<file path="config.mk">
export PLATFORM = sky130hd
export DESIGN_NAME = tff_ctrl
export DESIGN_NICKNAME = d
export VERILOG_FILES = /design/src/logic/tff_timer.v /design/src/logic/tff_ctrl.v
export VERILOG_INCLUDE_DIRS = /design/src /design/src/logic
export SDC_FILE = /design/constraint.sdc
export NUM_CORES = 1
export LEC_CHECK = 0
export ABC_CLOCK_PERIOD_IN_PS = 2200
export BUFFER_PORTS_ARGS = -buffer_cell sky130_fd_sc_hd__buf_2
export CORE_ASPECT_RATIO = 1.25
export CORE_MARGIN = 4
export CORE_UTILIZATION = 40
export CTS_CLUSTER_DIAMETER = 50
export DETAILED_ROUTE_END_ITERATION = 16
export HOLD_SLACK_MARGIN = 0.03
export PLACE_DENSITY = 0.66
export SLEW_MARGIN = 30
export SYNTH_ARGS = -nofsm -noshare
export SYNTH_HDL_FRONTEND = slang
export SYNTH_SLANG_ARGS = --single-unit
</file>
<file path="constraint.sdc">
create_clock -name mclk -period 2.2 [get_ports mclk]
set_clock_uncertainty 0.1 [all_clocks]
set_input_delay 0.55 -clock mclk [delete_from_list [all_inputs] [get_ports mclk]]
set_output_delay 0.55 -clock mclk [all_outputs]
set_load 0.05 [all_outputs]
</file>
<file path="src/logic/tff_regs.vh">
// tff_regs.vh: register map, field positions and reset values of the timer flip-flop control block.
// assumes byte-wide software registers at the printed byte offsets, reached over a plain strobe port.
`ifndef TFF_REGS_VH
`define TFF_REGS_VH

// ****************************************
// register offsets
// ****************************************
`define TFF_ADDR_W 9
`define TFF_OFS_CMP0 9'h100
`define TFF_OFS_CMP1 9'h103
`define TFF_OFS_CMP2 9'h10a
`define TFF_OFS_CMP3 9'h10b
`define TFF_OFS_P3CTL 9'h10d
`define TFF_OFS_CMP4 9'h112
`define TFF_OFS_CMP5 9'h113
`define TFF_OFS_P5CTL 9'h115
`define TFF_OFS_MODE 9'h116
`define TFF_OFS_RUN 9'h117
`define TFF_OFS_STAT 9'h118

// ****************************************
// control register fields
// ****************************************
`define TFF_FLD_SRC 0
`define TFF_FLD_INV_EN 1
`define TFF_FLD_CMD_LO 2
`define TFF_FLD_CMD_HI 3
`define TFF_CTL_UPPER 4'hf
`define TFF_CTL_RESET 4'hc

// ****************************************
// command codes and pair modes
// ****************************************
`define TFF_CMD_INVERT 2'h0
`define TFF_CMD_SET 2'h1
`define TFF_CMD_CLEAR 2'h2
`define TFF_MODE_8BIT 2'h0
`define TFF_CMP_RESET 8'h00

`endif

</file>
<file path="src/logic/tff_timer.v">
// tff_timer.v: one 8-bit up-counter with a write-only compare value and a match pulse.
// assumes software stops the counter before it rewrites the compare value.
`timescale 1ns/1ns
`default_nettype none
`include "tff_regs.vh"

module tff_timer #(
    parameter WIDTH = 8
) (
    // clock and reset
    input wire mclk,
    input wire nrst,
    // control
    input wire run,
    input wire cmp_we,
    input wire [WIDTH-1:0] cmp_wdata,
    // status
    output reg [WIDTH-1:0] count_r,
    output reg match_r
);

    reg [WIDTH-1:0] cmp_r;
    wire hit;

    // ****************************************
    // compare and count
    // ****************************************
    assign hit = run && (count_r == cmp_r);

    always @(posedge mclk or negedge nrst) begin
        if (!nrst) begin
            cmp_r <= `TFF_CMP_RESET;
            count_r <= `TFF_CMP_RESET;
            match_r <= 1'b0;
        end else begin
            if (cmp_we) begin
                cmp_r <= cmp_wdata;
            end
            match_r <= hit;
            if (!run || hit) begin
                // a stopped counter sits at zero, a match restarts the interval
                count_r <= {WIDTH{1'b0}};
            end else begin
                count_r <= count_r + {{(WIDTH-1){1'b0}}, 1'b1};
            end
        end
    end

endmodule // tff_timer

`default_nettype wire

</file>
<file path="src/logic/tff_ctrl.v">
// tff_ctrl.v: six 8-bit interval timers, their compare registers and the output flip-flops of pairs three and five.
// assumes a single-clock software port with read data one cycle after the read strobe.
//
// Operation
// - pair-three command 00 toggle, 01 set, 10 clear
// - pair-five command decodes the same way
// - pair-three source 0 timer two, 1 timer three
// - pair-five source 0 timer four, 1 timer five
// - auto invert only when enabled, in 8-bit mode
// - control registers read ones in bits 7..4
//
// The address-and-strobe port was chosen for this implementation.
`timescale 1ns/1ns
`default_nettype none
`include "tff_regs.vh"

module tff_ctrl #(
    parameter NTIMER = 6,
    parameter DATA_W = 8
) (
    // clock and reset
    input wire mclk,
    input wire nrst,
    // software register port
    input wire [`TFF_ADDR_W-1:0] addr,
    input wire [DATA_W-1:0] wdata,
    input wire wr,
    input wire rd,
    output reg [DATA_W-1:0] rdata_r,
    // timer events and outputs
    output wire [NTIMER-1:0] timer_match,
    output reg pair3_output_flipflop,
    output reg pair5_output_flipflop
);

    // ****************************************
    // software-visible state
    // ****************************************
    reg [3:0] pair3_ctl_r;
    reg [3:0] pair5_ctl_r;
    reg [3:0] pair_mode_r;
    reg [NTIMER-1:0] run_r;
    reg [DATA_W-1:0] rdata_nxt;
    reg [NTIMER-1:0] cmp_we;
    wire [NTIMER-1:0] match;
    wire [DATA_W*NTIMER-1:0] counts;
    wire p3_ctl_wr;
    wire p5_ctl_wr;
    wire p3_auto;
    wire p5_auto;

    assign p3_ctl_wr = wr && (addr == `TFF_OFS_P3CTL);
    assign p5_ctl_wr = wr && (addr == `TFF_OFS_P5CTL);
    assign timer_match = match;

    always @* begin
        cmp_we = {NTIMER{1'b0}};
        if (wr) begin
            case (addr)
                `TFF_OFS_CMP0: cmp_we[0] = 1'b1;
                `TFF_OFS_CMP1: cmp_we[1] = 1'b1;
                `TFF_OFS_CMP2: cmp_we[2] = 1'b1;
                `TFF_OFS_CMP3: cmp_we[3] = 1'b1;
                `TFF_OFS_CMP4: cmp_we[4] = 1'b1;
                `TFF_OFS_CMP5: cmp_we[5] = 1'b1;
                default: cmp_we = {NTIMER{1'b0}};
            endcase
        end
    end

    // ****************************************
    // timers
    // ****************************************
    genvar gi;
    generate
        for (gi = 0; gi < NTIMER; gi = gi + 1) begin : g_tmr
            tff_timer #(
                .WIDTH(DATA_W)
            ) u_tmr (
                .mclk(mclk),
                .nrst(nrst),
                .run(run_r[gi]),
                .cmp_we(cmp_we[gi]),
                .cmp_wdata(wdata),
                .count_r(counts[gi*DATA_W +: DATA_W]),
                .match_r(match[gi])
            );
        end
    endgenerate

    // ****************************************
    // automatic inversion sources
    // ****************************************
    // pair mode bits [1:0] govern timers two/three, [3:2] timers four/five
    assign p3_auto = pair3_ctl_r[`TFF_FLD_INV_EN] && (pair_mode_r[1:0] == `TFF_MODE_8BIT) &&
        (pair3_ctl_r[`TFF_FLD_SRC] ? match[3] : match[2]);
    assign p5_auto = pair5_ctl_r[`TFF_FLD_INV_EN] && (pair_mode_r[3:2] == `TFF_MODE_8BIT) &&
        (pair5_ctl_r[`TFF_FLD_SRC] ? match[5] : match[4]);

    // ****************************************
    // register writes and flip-flops
    // ****************************************
    always @(posedge mclk or negedge nrst) begin
        if (!nrst) begin
            pair3_ctl_r <= `TFF_CTL_RESET;
            pair5_ctl_r <= `TFF_CTL_RESET;
            pair_mode_r <= 4'h0;
            run_r <= {NTIMER{1'b0}};
            pair3_output_flipflop <= 1'b0;
            pair5_output_flipflop <= 1'b0;
        end else begin
            if (wr && addr == `TFF_OFS_MODE) begin
                pair_mode_r <= wdata[3:0];
            end
            if (wr && addr == `TFF_OFS_RUN) begin
                run_r <= wdata[NTIMER-1:0];
            end
            // a software command takes priority over a match in the same cycle
            if (p3_ctl_wr) begin
                pair3_ctl_r <= wdata[3:0];
                case (wdata[`TFF_FLD_CMD_HI:`TFF_FLD_CMD_LO])
                    `TFF_CMD_INVERT: pair3_output_flipflop <= ~pair3_output_flipflop;
                    `TFF_CMD_SET: pair3_output_flipflop <= 1'b1;
                    `TFF_CMD_CLEAR: pair3_output_flipflop <= 1'b0;
                    default: pair3_output_flipflop <= pair3_output_flipflop ^ p3_auto;
                endcase
            end else if (p3_auto) begin
                pair3_output_flipflop <= ~pair3_output_flipflop;
            end
            if (p5_ctl_wr) begin
                pair5_ctl_r <= wdata[3:0];
                case (wdata[`TFF_FLD_CMD_HI:`TFF_FLD_CMD_LO])
                    `TFF_CMD_INVERT: pair5_output_flipflop <= ~pair5_output_flipflop;
                    `TFF_CMD_SET: pair5_output_flipflop <= 1'b1;
                    `TFF_CMD_CLEAR: pair5_output_flipflop <= 1'b0;
                    default: pair5_output_flipflop <= pair5_output_flipflop ^ p5_auto;
                endcase
            end else if (p5_auto) begin
                pair5_output_flipflop <= ~pair5_output_flipflop;
            end
        end
    end

    // ****************************************
    // read path
    // ****************************************
    // compare registers are write-only and read as zero
    always @* begin
        rdata_nxt = {DATA_W{1'b0}};
        case (addr)
            `TFF_OFS_P3CTL: rdata_nxt = {`TFF_CTL_UPPER, pair3_ctl_r};
            `TFF_OFS_P5CTL: rdata_nxt = {`TFF_CTL_UPPER, pair5_ctl_r};
            `TFF_OFS_MODE: rdata_nxt = {4'h0, pair_mode_r};
            `TFF_OFS_RUN: rdata_nxt = {{(DATA_W-NTIMER){1'b0}}, run_r};
            `TFF_OFS_STAT: rdata_nxt = {6'h00, pair5_output_flipflop, pair3_output_flipflop};
            default: rdata_nxt = {DATA_W{1'b0}};
        endcase
    end

    always @(posedge mclk or negedge nrst) begin
        if (!nrst) begin
            rdata_r <= {DATA_W{1'b0}};
        end else if (rd) begin
            rdata_r <= rdata_nxt;
        end else begin
            rdata_r <= {DATA_W{1'b0}};
        end
    end

endmodule // tff_ctrl

`default_nettype wire

</file>
Word-level counts from Yosys, hierarchy flattened
Cells that the tools add are included.
{"block": "classes", "bitwise": 4, "mux": 23, "eq_ne": 19, "addsub": 6, "reduce_logical": 31}
{"cell": "9-bit == test, second input constant", "n": 11}
{"cell": "8-bit 2-to-1 mux", "n": 7}
{"cell": "8-bit by 1-bit adder with 8-bit output, second input constant", "n": 6}
{"cell": "8-bit == test", "n": 6}
{"cell": "8-bit one-hot mux with 5 select lines", "n": 1}
{"cell": "1-bit logical AND", "n": 14}
{"cell": "1-bit 2-to-1 mux", "n": 12}
{"cell": "1-bit logical NOT", "n": 6}
{"cell": "2-bit logical NOT", "n": 3}
{"cell": "1-bit logical OR", "n": 6}
{"cell": "6-bit 2-to-1 mux", "n": 1}
{"cell": "1-bit one-hot mux with 3 select lines", "n": 2}
{"cell": "2-bit nonzero test", "n": 2}
{"cell": "2-bit by 1-bit == test with 1-bit output, second input constant", "n": 1}
{"cell": "2-bit == test, second input constant", "n": 1}
{"cell": "1-bit inverter", "n": 2}
{"cell": "1-bit bitwise XOR", "n": 2}
{"block": "totals", "input_bits": 21, "reg_bits": 130, "elab_cells": 108}

Depth between registers and ports, before layout
Gate-level depths: netlist of run 1.
{"block": "depth", "word_depth": 6, "ltp_mapped": 6, "ltp_nobuf": 5}

Hierarchy
A second synthesis of run 1 with hierarchy kept.
{"block": "hier_totals", "cells_unflattened": 508, "area_unflattened_um2": 6283.5}
{"mod": "tff_timer", "instances": 6, "area_each_um2": 798.3, "cells_per_inst": 64}
{"mod": "tff_ctrl", "instances": 1, "area_each_um2": 1493.9, "cells_per_inst": 124}

Worst setup path after synthesis of run 1
No wires, ideal clock.
{"block": "synth_path", "path_type": "input-to-reg", "from": "in addr[2]", "to": "reg g_tmr[0].u_tmr.cmp_r[4]", "setup_slack_ps": 131, "t_required_ps": 1975, "path_buffers": 1, "t_arrival_ps": 1845, "stages": 5, "path_cell_list": "clkbuf_2 -> nor3b_4 -> nand2_2 -> nor4_4 -> mux2_2"}
{"block": "synth_via", "elab_chain_cells": 3}
{"item": "start, declared", "line": "tff_ctrl.v:25", "rtl": "input wire [`TFF_ADDR_W-1:0] addr,"}
{"item": "9-bit == test", "line": "tff_ctrl.v:59", "rtl": "case (addr)"}
{"item": "1-bit 2-to-1 mux", "line": "tff_ctrl.v:59"}
{"item": "6-bit 2-to-1 mux", "line": "tff_ctrl.v:58", "rtl": "if (wr) begin"}
{"item": "end signal, assigned", "line": "tff_timer.v:32", "rtl": "cmp_r <= `TFF_CMP_RESET;"}
{"item": "end signal, assigned", "line": "tff_timer.v:37", "rtl": "cmp_r <= cmp_wdata;"}
{"item": "end, declared", "line": "tff_timer.v:22", "rtl": "reg [WIDTH-1:0] cmp_r;"}
No other way between the ends.
A chain may end at the register's enable or synchronous reset.

Worst setup path in the final report of run 1
{"block": "layout_path", "from": "in addr[5]", "to": "reg pair_mode_r[0]"}
{"block": "layout_via", "elab_chain_cells": 2}
{"item": "9-bit == test"}
{"item": "1-bit logical AND (no line)"}
{"item": "end signal, assigned", "line": "tff_ctrl.v:113", "rtl": "pair_mode_r <= wdata[3:0];"}
{"item": "end, declared", "line": "tff_ctrl.v:41", "rtl": "reg [3:0] pair_mode_r;"}
No other way between the ends.

==> summary.txt, run 1 <==
Cells and area
  – # diodes: 0
  – P&R area growth vs syn: 18.3%
  – Final net count: 599
  – Layout cells sized above 1: 28.5%
  – Most frequent cells in the layout: dfrtp_1, mux2_2, nor2_1, xnor2_1, buf_2
  – Most common cell after layout, fill and taps aside: dfrtp_1
  – Cell area after layout: 0.00720 sq mm
  – Non-Filler Instances: 767

Flow run
  – Max-cap violations: 0

Critical path
  – R2R setup slack: 590 ps
  – RR Startpoint: g_tmr[2].u_tmr.count_r[5]$_DFF_PN0_
  – Worst R2R End: g_tmr[2].u_tmr.count_r[6]$_DFF_PN0_
  – CP Depth: 5
  – CP Class: primary input to flip-flop
  – Crit-path cells: buf_2, nor4b_4, and2_1, nand3_1, mux2_2
  – Crit path to: pair_mode_r[0]$_DFFE_PN0P_
  – Crit path max fanout: 5
  – Critical path's slowest cell: nor4b_4
  – Crit path largest cell delay: 420 ps
  – Required time of the critical path: 2390 ps
  – Worst Setup Start Kind: primary input
  – Crit path from: addr[5]
  – CP arrival: 2010 ps
  – Critical Path End Type: flip-flop
  – Top delay family on crit path: simple AND/OR/NAND/NOR gates
  – CP bufs+invs: 1
  – R2R depth: 5

Placed design
  – Final GP Congestion: 0.827
  – Cell count after placement: 734
  – Placed Instance Area: 0.00661 sq mm
  – DPL Wire Length: 8900 um
  – PortBufs: 36

STA
  – Min Hold Slack: 302 ps
  – Fmax achieved: 549 MHz
  – Max transition margin: 74.3%
  – Setup TNS: 0 ps
  – Worst-margin pin slew: 380 ps
  – RSZ-0062 raised after global routing: false
  – Tmin final: 1820 ps
  – Period utilization: 82.7%
  – Slew Viols, Final: 0
  – Final setup violation count: 0
  – Final hold vios: 0

Power and ir drop
  – Switching portion of total power: 23.6%
  – Pint: 4.19 mW
  – Peak supply drop: 503 uV
  – Final total power: 5.48 mW
  – PD cells: 761 mW/mm^2
  – P_sw: 1.29 mW
  – Leakage: 3.37 nW
  – Clk pwr share: 50.3%
  – Comb power frac: 5.1%
  – Sequential share of power: 44.6%

Clocking
  – Clk_lat worst skew: 420 ps
  – Clock Path Buffers: 2
  – CTS tree: done
  – # resized after CTS: 0
  – Clk pin slew, worst setup/hold paths: 60 ps
  – CTS Buf Count: 17
  – Clk sinks: 129
  – CTS root buf: clkbuf_16
  – H-tree depth: 4

Yosys
  – Fraction of registers with async set/reset: 100%
  – Synth Warn #: 0
  – Synthesized flop and latch total: 129
  – Synth area leader: dfrtp_1
  – Synthesized instance count: 514
  – Ys flop type: dfrtp_1
  – Post-Syn Area: 0.00609 sq mm
  – Unique masters post-synth: 49
  – Synthesized net count: 541
  – Synth top area cells: dfrtp_1, mux2_2, xnor2_1
  – Synth Area per Inst: 11.8 sq um
  – Top cell type's share of synthesized area: 51.4%
  – EDFF count, synth: 0
  – Register area share after synthesis: 53.1%

Die
  – Initial Util: 40.7%
  – Die extent in y: 146 um
  – Ports: 37
  – Die Span X: 118 um
  – Row count: 50
  – Die ar.: 0.0173 sq mm
  – Core box area: 0.0150 sq mm

Detailed routing
  – DR iter-0 viols: 271
  – Via/cell ratio: 5.18
  – Detailed Routing Iterations Pass 1: 4
  – Post-route DRC: 0
  – Routed len/inst: 16.5 um
  – Vias: 3971
  – Total Routed Length: 12600 um
  – Post-route ant nets: 0

Global route
  – Vias in the first global route: 4171
  – Met1 GRT Util: 18.8%
  – GRT Resource Usage Total: 15.3%
  – GRT overflow: 0
  – First-pass GRT wire length: 21300 um
  – Initial antenna violation count: 0
  – Gr busiest metal: met2
  – Met2 GRT Util: 26.5%
  – Met3 usage: 3.42%
  – Largest net degree at the start of global routing: 60

Min path
  – Hold depth: 2
  – Worst hold-check path type: primary input to flip-flop

Run status
  – Status: finished clean
-- layout make-up --
type / instances / area, sq um
clock inverters: 15 / 160
clock buffers: 17 / 425
fillers: 1324 / 7750
flip-flops and latches: 129 / 3230
repair buffers: 56 / 398
inverters: 10 / 37.5
multi-input cells: 358 / 2720
well taps: 182 / 228
-- registers in the layout, summed over array words and instances, names as in the netlist --
register / count
pair_mode_r: 4
rdata_r: 7
pair3_ctl_r: 4
pair5_output_flipflop: 1
g_tmr.u_tmr.count_r: 48
g_tmr.u_tmr.match_r: 6
pair3_output_flipflop: 1
g_tmr.u_tmr.cmp_r: 48
run_r: 6
pair5_ctl_r: 4
-- how the worst min path moves through the flow --
| stage | slack [ps] | from | endpoint |
|---|---|---|---|
| after floorplan | 150 | nrst | g_tmr[0].u_tmr.cmp_r[0]$_DFFE_PN0P_ |
| after global placement | 280 | nrst | g_tmr[0].u_tmr.count_r[2]$_DFF_PN0_ |
| after detailed placement | 280 | nrst | g_tmr[0].u_tmr.count_r[2]$_DFF_PN0_ |
| after CTS | 290 | rd | rdata_r[6]$_DFF_PN0_ |
| after global routing | 300 | rd | rdata_r[4]$_DFF_PN0_ |
| final | 300 | rd | rdata_r[6]$_DFF_PN0_ |
-- metrics by stage --
step | util (%) | setup slack (ps)
after floorplan | - | 131
final | 48.2 | 380
after CTS | 48.2 | 359
after global routing | 48.2 | 332
after global placement | 44.2 | 38.0
after detailed placement | 44.2 | 4.08
-- worst register-to-register path: stages, from the launching register on --
cell,delay (ps)
dfrtp_1,440
xnor2_1,190
nand2_1,90
o41ai_1,380
buf_4,220
nor2_1,60
-- power groups by stage --
stage	clock, mW	combinational [mW]	sequential, mW
after floorplan	0	0.140	2.48
after global placement	0	0.273	2.49
after detailed placement	0	0.281	2.49
after CTS	2.81	0.285	2.45
after global routing	2.92	0.307	2.45
final	2.76	0.279	2.44
-- Yosys cell counts, drive strengths merged, types with 2 or more instances --
library cell	instances
ha	6
buf	13
and3	11
nor2b	3
nor4b	3
nand2	27
xor2	28
nor2	60
inv	10
and3b	2
a21oi	4
mux2i	6
nand4	7
nand3	32
a211oi	2
o41ai	4
xnor2	58
dfrtp	125
o21a	3
o2bb2ai	3
nor4	7
clkbuf	4
nor3	5
a22oi	2
dfstp	4
o31ai	2
o21ai	3
mux2	66
and2	5
-- what timing repair did --
action | CTS | global route
setup buffers | 0 | 0
hold buffers | 1 | 0
hold endpoints to repair | 4 | 0
-- cells by family (layout without fill, tap and decap cells) --
family,count (synthesis),in the layout,share of synthesized area [%]
AO/OA/AOI/OAI,25,25,3.00
adder cells (fa/ha/maj),6,6,1.23
XOR/XNOR,86,86,12.4
buffers and inverters,27,98,2.24
AND/OR/NAND/NOR,169,169,14.9
multiplexers,72,72,13.2
flip-flops,129,129,53.1
-- metal layers --
layer | routed length, um | part of all wire, %
met5 | 0 | 0
met4 | 230 | 1.8
met2 | 6410 | 51
met1 | 5520 | 44
met3 | 476 | 3.8
(Power assumes the default switching activity.)
==> run 2: changes to the inputs <==
--- a/config.mk
+++ b/config.mk
@@ -6,7 +6,7 @@
 export SDC_FILE = /design/constraint.sdc
 export NUM_CORES = 1
 export LEC_CHECK = 0
-export ABC_CLOCK_PERIOD_IN_PS = 2200
+export ABC_CLOCK_PERIOD_IN_PS = 1500
 export BUFFER_PORTS_ARGS = -buffer_cell sky130_fd_sc_hd__buf_2
 export CORE_ASPECT_RATIO = 1.25
 export CORE_MARGIN = 4
@@ -14,7 +14,7 @@
 export CTS_CLUSTER_DIAMETER = 50
 export DETAILED_ROUTE_END_ITERATION = 16
 export HOLD_SLACK_MARGIN = 0.03
-export PLACE_DENSITY = 0.66
+export PLACE_DENSITY = 0.68
 export SLEW_MARGIN = 30
 export SYNTH_ARGS = -nofsm -noshare
 export SYNTH_HDL_FRONTEND = slang
==> constraint.sdc (replaced) <==
create_clock -name mclk -period 1.5 [get_ports mclk]
set_clock_uncertainty 0.1 [all_clocks]
set_input_delay 0.375 -clock mclk [delete_from_list [all_inputs] [get_ports mclk]]
set_output_delay 0.375 -clock mclk [all_outputs]
set_load 0.05 [all_outputs]
==> run 2 against run 1 <==
The run now ends with setup timing left. Sequential cell count unchanged. Final cell count increased by 9.8%. Critical path depth decreased by 3. Sequential power increased by 47%. Count of clock-buffer cells in the layout increased by 5. Via count increased by 9.1%. Critical endpoint is now timer_match[3]. Critical path type is now flip-flop to output pin. Hold slack got worse by 160 ps. Clock power increased by 44%. Routed wire length increased by 13%. Sequential share of layout area decreased by 6.1 points. Non-clock buffer count increased by 75.
==> summary.txt, run 2 (synthesis results as in run 1) <==
Min path
  – Hold depth: 2 (unchanged)
  – Hold path start: rd
  – Worst hold-check path type: primary input to flip-flop
  – Worst Hold Endpoint: rdata_r[6]$_DFF_PN0_

Critical path
  – Worst Setup Start Kind: flip-flop
  – Worst R2R End: g_tmr[1].u_tmr.count_r[7]$_DFF_PN0_
  – CP bufs+invs: 2 (+1)
  – Crit-path cells: buf_6, buf_8
  – Top delay family on crit path: flip-flops
  – Critical path's slowest cell: dfrtp_2
  – CP arrival: 1120 ps (-890 ps)
  – Required time of the critical path: 1020 ps (-1370 ps)
  – Crit path largest cell delay: 440 ps (+20 ps)
  – RR Startpoint: g_tmr[1].u_tmr.count_r[5]$_DFF_PN0_
  – Crit path max fanout: 2 (-3)
  – CP Class: flip-flop to output pin
  – R2R setup slack: -80 ps (-670 ps)
  – Critical Path End Type: output pin
  – R2R depth: 5 (unchanged)

Placed design
  – Final GP Congestion: 0.842 (+1.8%)
  – Cell count after placement: 783 (+6.7%)
  – DPL Wire Length: 9980 um (+12%)
  – Pre-CTS setup slack: -535 ps (-539 ps)
  – PortBufs: 36 (unchanged)

Die
  – Core box area: 0.0150 sq mm (unchanged)
  – Row count: 50 (unchanged)
  – Die Span X: 118 um (unchanged)
  – Ports: 37 (unchanged)
  – Die ar.: 0.0173 sq mm (unchanged)
  – Initial Util: 40.7% (unchanged)
  – Die extent in y: 146 um (unchanged)

Clocking
  – CTS Buf Count: 17 (unchanged)
  – CTS tree: done
  – Clk_lat worst skew: 410 ps (about the same)
  – Clk sinks: 129 (unchanged)
  – CTS root buf: clkbuf_16
  – Clk pin slew, worst setup/hold paths: 50 ps (about the same)
  – Clock Path Buffers: 2 (unchanged)
  – H-tree depth: 4 (unchanged)

Detailed routing
  – DR iter-0 viols: 206 (-24%)
  – Via/cell ratio: 5.14 (-0.63%)
  – WL met1: 5960 um (+8.1%)
  – Met3 WL: 402 um (-16%)
  – Total Routed Length: 14300 um (+13%)
  – Post-route ant nets: 0 (unchanged)
  – Vias: 4332 (+9.1%)
  – Routed len/inst: 17.0 um (+3.4%)
  – DR top layer: met4
  – Detailed Routing Iterations Pass 1: 4 (unchanged)
  – Post-route DRC: 0 (unchanged)
  – Met2 wire len: 7590 um (+18%)

Power and ir drop
  – Pint: 6.31 mW (+51%)
  – Switching portion of total power: 22.5% (-1.1 points)
  – P_sw: 1.83 mW (+42%)
  – Comb power frac: 6.9% (+1.8 points)
  – Clk pwr share: 48.9% (-1.4 points)
  – Final total power: 8.14 mW (+48%)
  – PD cells: 974 mW/mm^2 (+28%)
  – Peak supply drop: 733 uV (+46%)
  – Leakage: 3.88 nW (+15%)
  – Sequential share of power: 44.1% (-0.5 points)

Global route
  – Largest net degree at the start of global routing: 43 (-28%)
  – First-pass GRT wire length: 23400 um (+9.6%)
  – Initial antenna violation count: 0 (unchanged)
  – GRT Resource Usage Total: 16.8% (+1.5 points)
  – GRT overflow: 0 (unchanged)
  – Vias in the first global route: 4583 (+9.9%)

Flow run
  – Max-cap violations: 0 (unchanged)

Run status
  – Status: finished, violations left
  – Violated checks: setup timing

Cells and area
  – Non-Filler Instances: 842 (+9.8%)
  – P&R area growth vs syn: 37.1%
  – Most common cell after layout, fill and taps aside: dfrtp_1
  – # diodes: 0 (unchanged)
  – # fillers: 1178 (-11%)
  – Top Registers: g_tmr.u_tmr.cmp_r (48), g_tmr.u_tmr.count_r (48), rdata_r (7)
  – Layout cells sized above 1: 45.8% (+17 points)
  – Most frequent cells in the layout: dfrtp_1, buf_4, xnor2_1, mux2_2, nor2_1
  – Final net count: 674 (+13%)

STA
  – RSZ-0062 raised after global routing: true
  – PnR worst setup slack: -91.7 ps (-472 ps)
  – Final setup violation count: 36 (+36)
  – Final hold vios: 0 (unchanged)
  – Worst-margin pin slew: 357 ps (-23.7 ps)
  – Period utilization: 106%
  – Max transition margin: 76.2% (+1.9 points)
  – Tmin final: 1590 ps
  – Slew Viols, Final: 0 (unchanged)
  – Fmax achieved: 628 MHz
[run 2: cell types whose count changed in the layout (fill, tap and decap cells not counted), sizes merged]
| cell | change |
|---|---|
| clkbuf | +7 |
| clkinvlp | -2 |
| inv | -3 |
| buf | +73 |
[run 2: cell type report]
cell class	instances	area [sq um]	share of cell area, %
repair buffers	131	1070	12.8
inverters	10	37.5	0.449
clock buffers	22	464	5.56
well taps	182	228	2.73
multi-input cells	358	3200	38.3
flip-flops and latches	129	3240	38.8
clock inverters	10	111	1.33
[run 2: how the worst max path moves through the flow]
stage | from | to | slack, ps | depth (start not counted)
after floorplan | addr[6] | g_tmr[0].u_tmr.cmp_r[4]$_DFFE_PN0P_ | -380 | 4
after global placement | addr[6] | g_tmr[4].u_tmr.cmp_r[7]$_DFFE_PN0P_ | -480 | 6
after detailed placement | addr[6] | g_tmr[3].u_tmr.cmp_r[1]$_DFFE_PN0P_ | -530 | 6
after CTS | g_tmr[3].u_tmr.match_r$_DFF_PN0_ | timer_match[3] | -120 | 2
after global routing | g_tmr[1].u_tmr.count_r[5]$_DFF_PN0_ | g_tmr[1].u_tmr.count_r[6]$_DFF_PN0_ | -160 | 5
final | g_tmr[3].u_tmr.match_r$_DFF_PN0_ | timer_match[3] | -90 | 2
[run 2: routing by layer]
metal  GRT usage [%]  vias to the layer above
met4            6.84                        0
met2            29.3                       81
met1            20.2                     2191
met3            3.69                       25
li1                -                     2035
met5               0                        -
[run 2: power by group through the flow]
| stage | registers [mW] | clock network (mW) | logic (mW) |
|---|---|---|---|
| 2_1_floorplan | 3.64 | 0 | 0.241 |
| 3_3_place_gp | 3.65 | 0 | 0.480 |
| 3_5_place_dp | 3.65 | 0 | 0.494 |
| 4_1_cts | 3.59 | 4.06 | 0.538 |
| 5_1_grt | 3.60 | 4.22 | 0.609 |
| 6_report | 3.59 | 3.98 | 0.565 |
[run 2: through the flow]
| stage | cell area (sq um) | utilization (%) | setup TNS [ps] | hold slack (ps) |
|---|---|---|---|---|
| 6_report | 8350 | 55.9 | -1380 | 145 |
| 4_1_cts | 8030 | 53.7 | -661 | 126 |
| 3_5_place_dp | 7150 | 47.8 | -34680 | 199 |
| 5_1_grt | 8350 | 55.9 | -5090 | 138 |
| 2_1_floorplan | 6320 | - | -17930 | -20.6 |
| 3_3_place_gp | 7150 | 47.8 | -32440 | 196 |
[run 2: repair_timing]
item | CTS | global route
pin swaps | 34 | 35
buffers inserted | 17 | 9
hold endpoints to repair | 14 | 0
setup endpoints to repair | 80 | 114
resized for setup | 40 | 75
hold buffers | 1 | 0
==> run 3: changes to the inputs <==
--- a/config.mk
+++ b/config.mk
@@ -14,7 +14,7 @@
 export CTS_CLUSTER_DIAMETER = 50
 export DETAILED_ROUTE_END_ITERATION = 16
 export HOLD_SLACK_MARGIN = 0.03
-export PLACE_DENSITY = 0.68
+export PLACE_DENSITY = 0.63
 export SLEW_MARGIN = 30
 export SYNTH_ARGS = -nofsm -noshare
 export SYNTH_HDL_FRONTEND = slang
==> run 3 against run 2 <==
Non-clock buffer count decreased by 5. Final cell count decreased by 0.59%. Setup slack gained 8.0 ps. Global-route usage rose by 0.49 points. Cell area is 0.31% higher. Sequential cell count unchanged. Sequential share of layout area decreased by 0.077 points. Clock power increased by 15%. First-iteration DRC count decreased by 13%. The run still ends with setup timing left. Register-to-register slack hardly changed.
==> summary.txt, run 3 (synthesis results as in run 1) <==
Run status
  – Status: finished, violations left
  – Violated checks: setup timing

STA
  – Final hold vios: 0 (unchanged)
  – PnR worst setup slack: -83.7 ps (+7.99 ps)
  – Setup TNS: -1470 ps (-89.4 ps)
  – Final setup violation count: 29 (-19%)
  – Max transition margin: 70.4% (-5.8 points)
  – Worst-margin pin slew: 444 ps (+87.5 ps)
  – RSZ-0062 raised after global routing: true
  – Fmax achieved: 631 MHz (+0.50%)
  – Slew Viols, Final: 0 (unchanged)
  – Period utilization: 106% (-0.53 points)
  – Tmin final: 1580 ps (-7.99 ps)

Cells and area
  – Top Registers: g_tmr.u_tmr.cmp_r (48), g_tmr.u_tmr.count_r (48), rdata_r (7)
  – Final net count: 669 (-0.74%)
  – Layout cells sized above 1: 45.5% (-0.26 points)
  – Final core utilization: 56.0% (+0.18 points)
  – # fillers: 1218 (+3.4%)
  – Most frequent cells in the layout: dfrtp_1, buf_4, xnor2_1, mux2_2, nor2_1
  – P&R area growth vs syn: 37.6%
  – Most common cell after layout, fill and taps aside: dfrtp_1
  – Cell area after layout: 0.00838 sq mm (+0.31%)
  – # diodes: 0 (unchanged)

Die
  – Core box area: 0.0150 sq mm (unchanged)
  – Row count: 50 (unchanged)
  – Die Span X: 118 um (unchanged)
  – Die extent in y: 146 um (unchanged)
  – Ports: 37 (unchanged)
  – Die ar.: 0.0173 sq mm (unchanged)
  – Initial Util: 40.7% (unchanged)

Clocking
  – Clk sinks: 129 (unchanged)
  – CTS Buf Count: 17 (unchanged)
  – Clk pin slew, worst setup/hold paths: 60 ps (about the same)
  – Clk_lat worst skew: 420 ps (about the same)
  – Clock Path Buffers: 2 (unchanged)
  – H-tree depth: 4 (unchanged)
  – CTS root buf: clkbuf_16
  – CTS tree: done

Placed design
  – PortBufs: 36 (unchanged)
  – Pre-CTS setup slack: -470 ps (+65.3 ps)
  – Placed Instance Area: 0.00708 sq mm (-0.95%)
  – Final GP Congestion: 0.846 (+0.43%)
  – DPL Wire Length: 9640 um (-3.4%)

Detailed routing
  – Via/cell ratio: 5.17 (+0.53%)
  – Vias: 4329 (-0.069%)
  – Post-route ant nets: 0 (unchanged)
  – Routed len/inst: 17.2 um (+1.2%)
  – DR iter-0 viols: 179 (-13%)
  – Total Routed Length: 14400 um (+0.59%)
  – Detailed Routing Iterations Pass 1: 4 (unchanged)
  – Post-route DRC: 0 (unchanged)

Critical path
  – Worst Setup Start Kind: flip-flop
  – Crit path max fanout: 8 (+6)
  – R2R setup slack: -80 ps (about the same)
  – Crit-path cells: xnor2_2, nand2_1, o41ai_4, buf_6, nor2_1
  – Critical path's slowest cell: dfrtp_2
  – Crit path largest cell delay: 430 ps (about the same)
  – CP arrival: 1790 ps (+670 ps)
  – Required time of the critical path: 1700 ps (+680 ps)
  – Critical Path End Type: flip-flop
  – CP Class: flip-flop to flip-flop

Global route
  – Largest net degree at the start of global routing: 67 (+56%)
  – GRT overflow: 0 (unchanged)
  – GRT Resource Usage Total: 17.3% (+0.49 points)
  – First-pass GRT wire length: 23600 um (+1.1%)
  – Vias in the first global route: 4642 (+1.3%)
  – Initial antenna violation count: 0 (unchanged)

Power and ir drop
  – Pint: 6.85 mW (+8.6%)
  – Sequential share of power: 41.3% (-2.8 points)
  – P_sw: 1.85 mW (+1.3%)
  – Switching portion of total power: 21.3% (-1.2 points)
  – Comb power frac: 6.3% (-0.6 points)
  – Clk pwr share: 52.4% (+3.5 points)
  – Final total power: 8.70 mW (+6.9%)
  – PD cells: 1040 mW/mm^2 (+6.6%)
  – Peak supply drop: 800 uV (+9.2%)
  – Leakage: 3.89 nW (+0.33%)

Flow run
  – Max-cap violations: 0 (unchanged)

Min path
  – Worst hold-check path type: primary input to flip-flop
run 3: cell count changes in the layout (fill, tap and decap cells not counted), moves of 3 or more:
cell | previous run | this run
dfrtp_1 | 120 | 117
clkbuf_4 | 2 | 7
mux2_2 | 40 | 46
dfrtp_2 | 5 | 8
nor2_1 | 33 | 37
buf_4 | 81 | 76
buf_2 | 22 | 17
bufinv_16 | 2 | 5
mux2_4 | 26 | 20
run 3: layout make-up:
type	count	area, sq um	share of cell area, %
sequential	129	3240	38.7
timing repair buffer	126	1050	12.5
clock inverter	10	180	2.15
clock buffer	22	474	5.66
tap	182	228	2.72
multi-input combinational	358	3170	37.8
inverter	10	37.5	0.448
run 3: timing repair:
action / CTS / global route
setup endpoints to repair: 49 / 109
hold buffers: 1 / 0
hold endpoints to repair: 125 / 0
setup buffers: 16 / 15
pin swaps: 19 / 44
gates resized for setup: 26 / 83
run 3: worst paths after layout:
| path | to | cells past startpoint | start |
|---|---|---|---|
| worst max-delay path | g_tmr[3].u_tmr.count_r[7]$_DFF_PN0_ | 5 | g_tmr[3].u_tmr.count_r[0]$_DFF_PN0_ |
| worst min-delay path | rdata_r[4]$_DFF_PN0_ | 2 | rd |
| worst max register to register | g_tmr[3].u_tmr.count_r[7]$_DFF_PN0_ | 5 | g_tmr[3].u_tmr.count_r[0]$_DFF_PN0_ |
| worst min register to register | g_tmr[4].u_tmr.count_r[0]$_DFF_PN0_ | 1 | g_tmr[4].u_tmr.count_r[0]$_DFF_PN0_ |
| max in group asynchronous | pair3_ctl_r[3]$_DFFE_PN1P_ | 3 | nrst |
| min in group asynchronous | g_tmr[4].u_tmr.cmp_r[4]$_DFFE_PN0P_ | 3 | nrst |
run 3: worst max-delay path: cells and delay by family (launching register included):
kind            cells  cell delay (ps)
flops               1              430
compound gates      1              390
buf+inv             1              200
simple gates        2              180
xor+xnor            1              170
run 3: routing by layer:
| layer | track usage, % | share of wire, % | vias to the layer above |
|---|---|---|---|
| met1 | 20.8 | 43 | 2216 |
| met2 | 29.7 | 52 | 65 |
| met4 | 6.26 | 1.8 | 0 |
| li1 | - | - | 2029 |
| met3 | 5.02 | 3.6 | 19 |
| met5 | 0 | 0 | - |
run 3: power groups by stage:
stage / Clock [mW] / Sequential, mW / Combinational, mW
after floorplan: 0 / 3.64 / 0.241
after global placement: 0 / 3.65 / 0.468
after global routing: 4.82 / 3.60 / 0.597
after CTS: 4.65 / 3.59 / 0.511
final: 4.56 / 3.59 / 0.548
after detailed placement: 0 / 3.65 / 0.478
run 3: through the flow:
stage / hold WS [ps] / std cells
floorplan: -20.6 / 514
global placement: 323 / 774
detailed placement: 325 / 774
CTS: 97.5 / 822
global route: 108 / 837
finish: 117 / 837
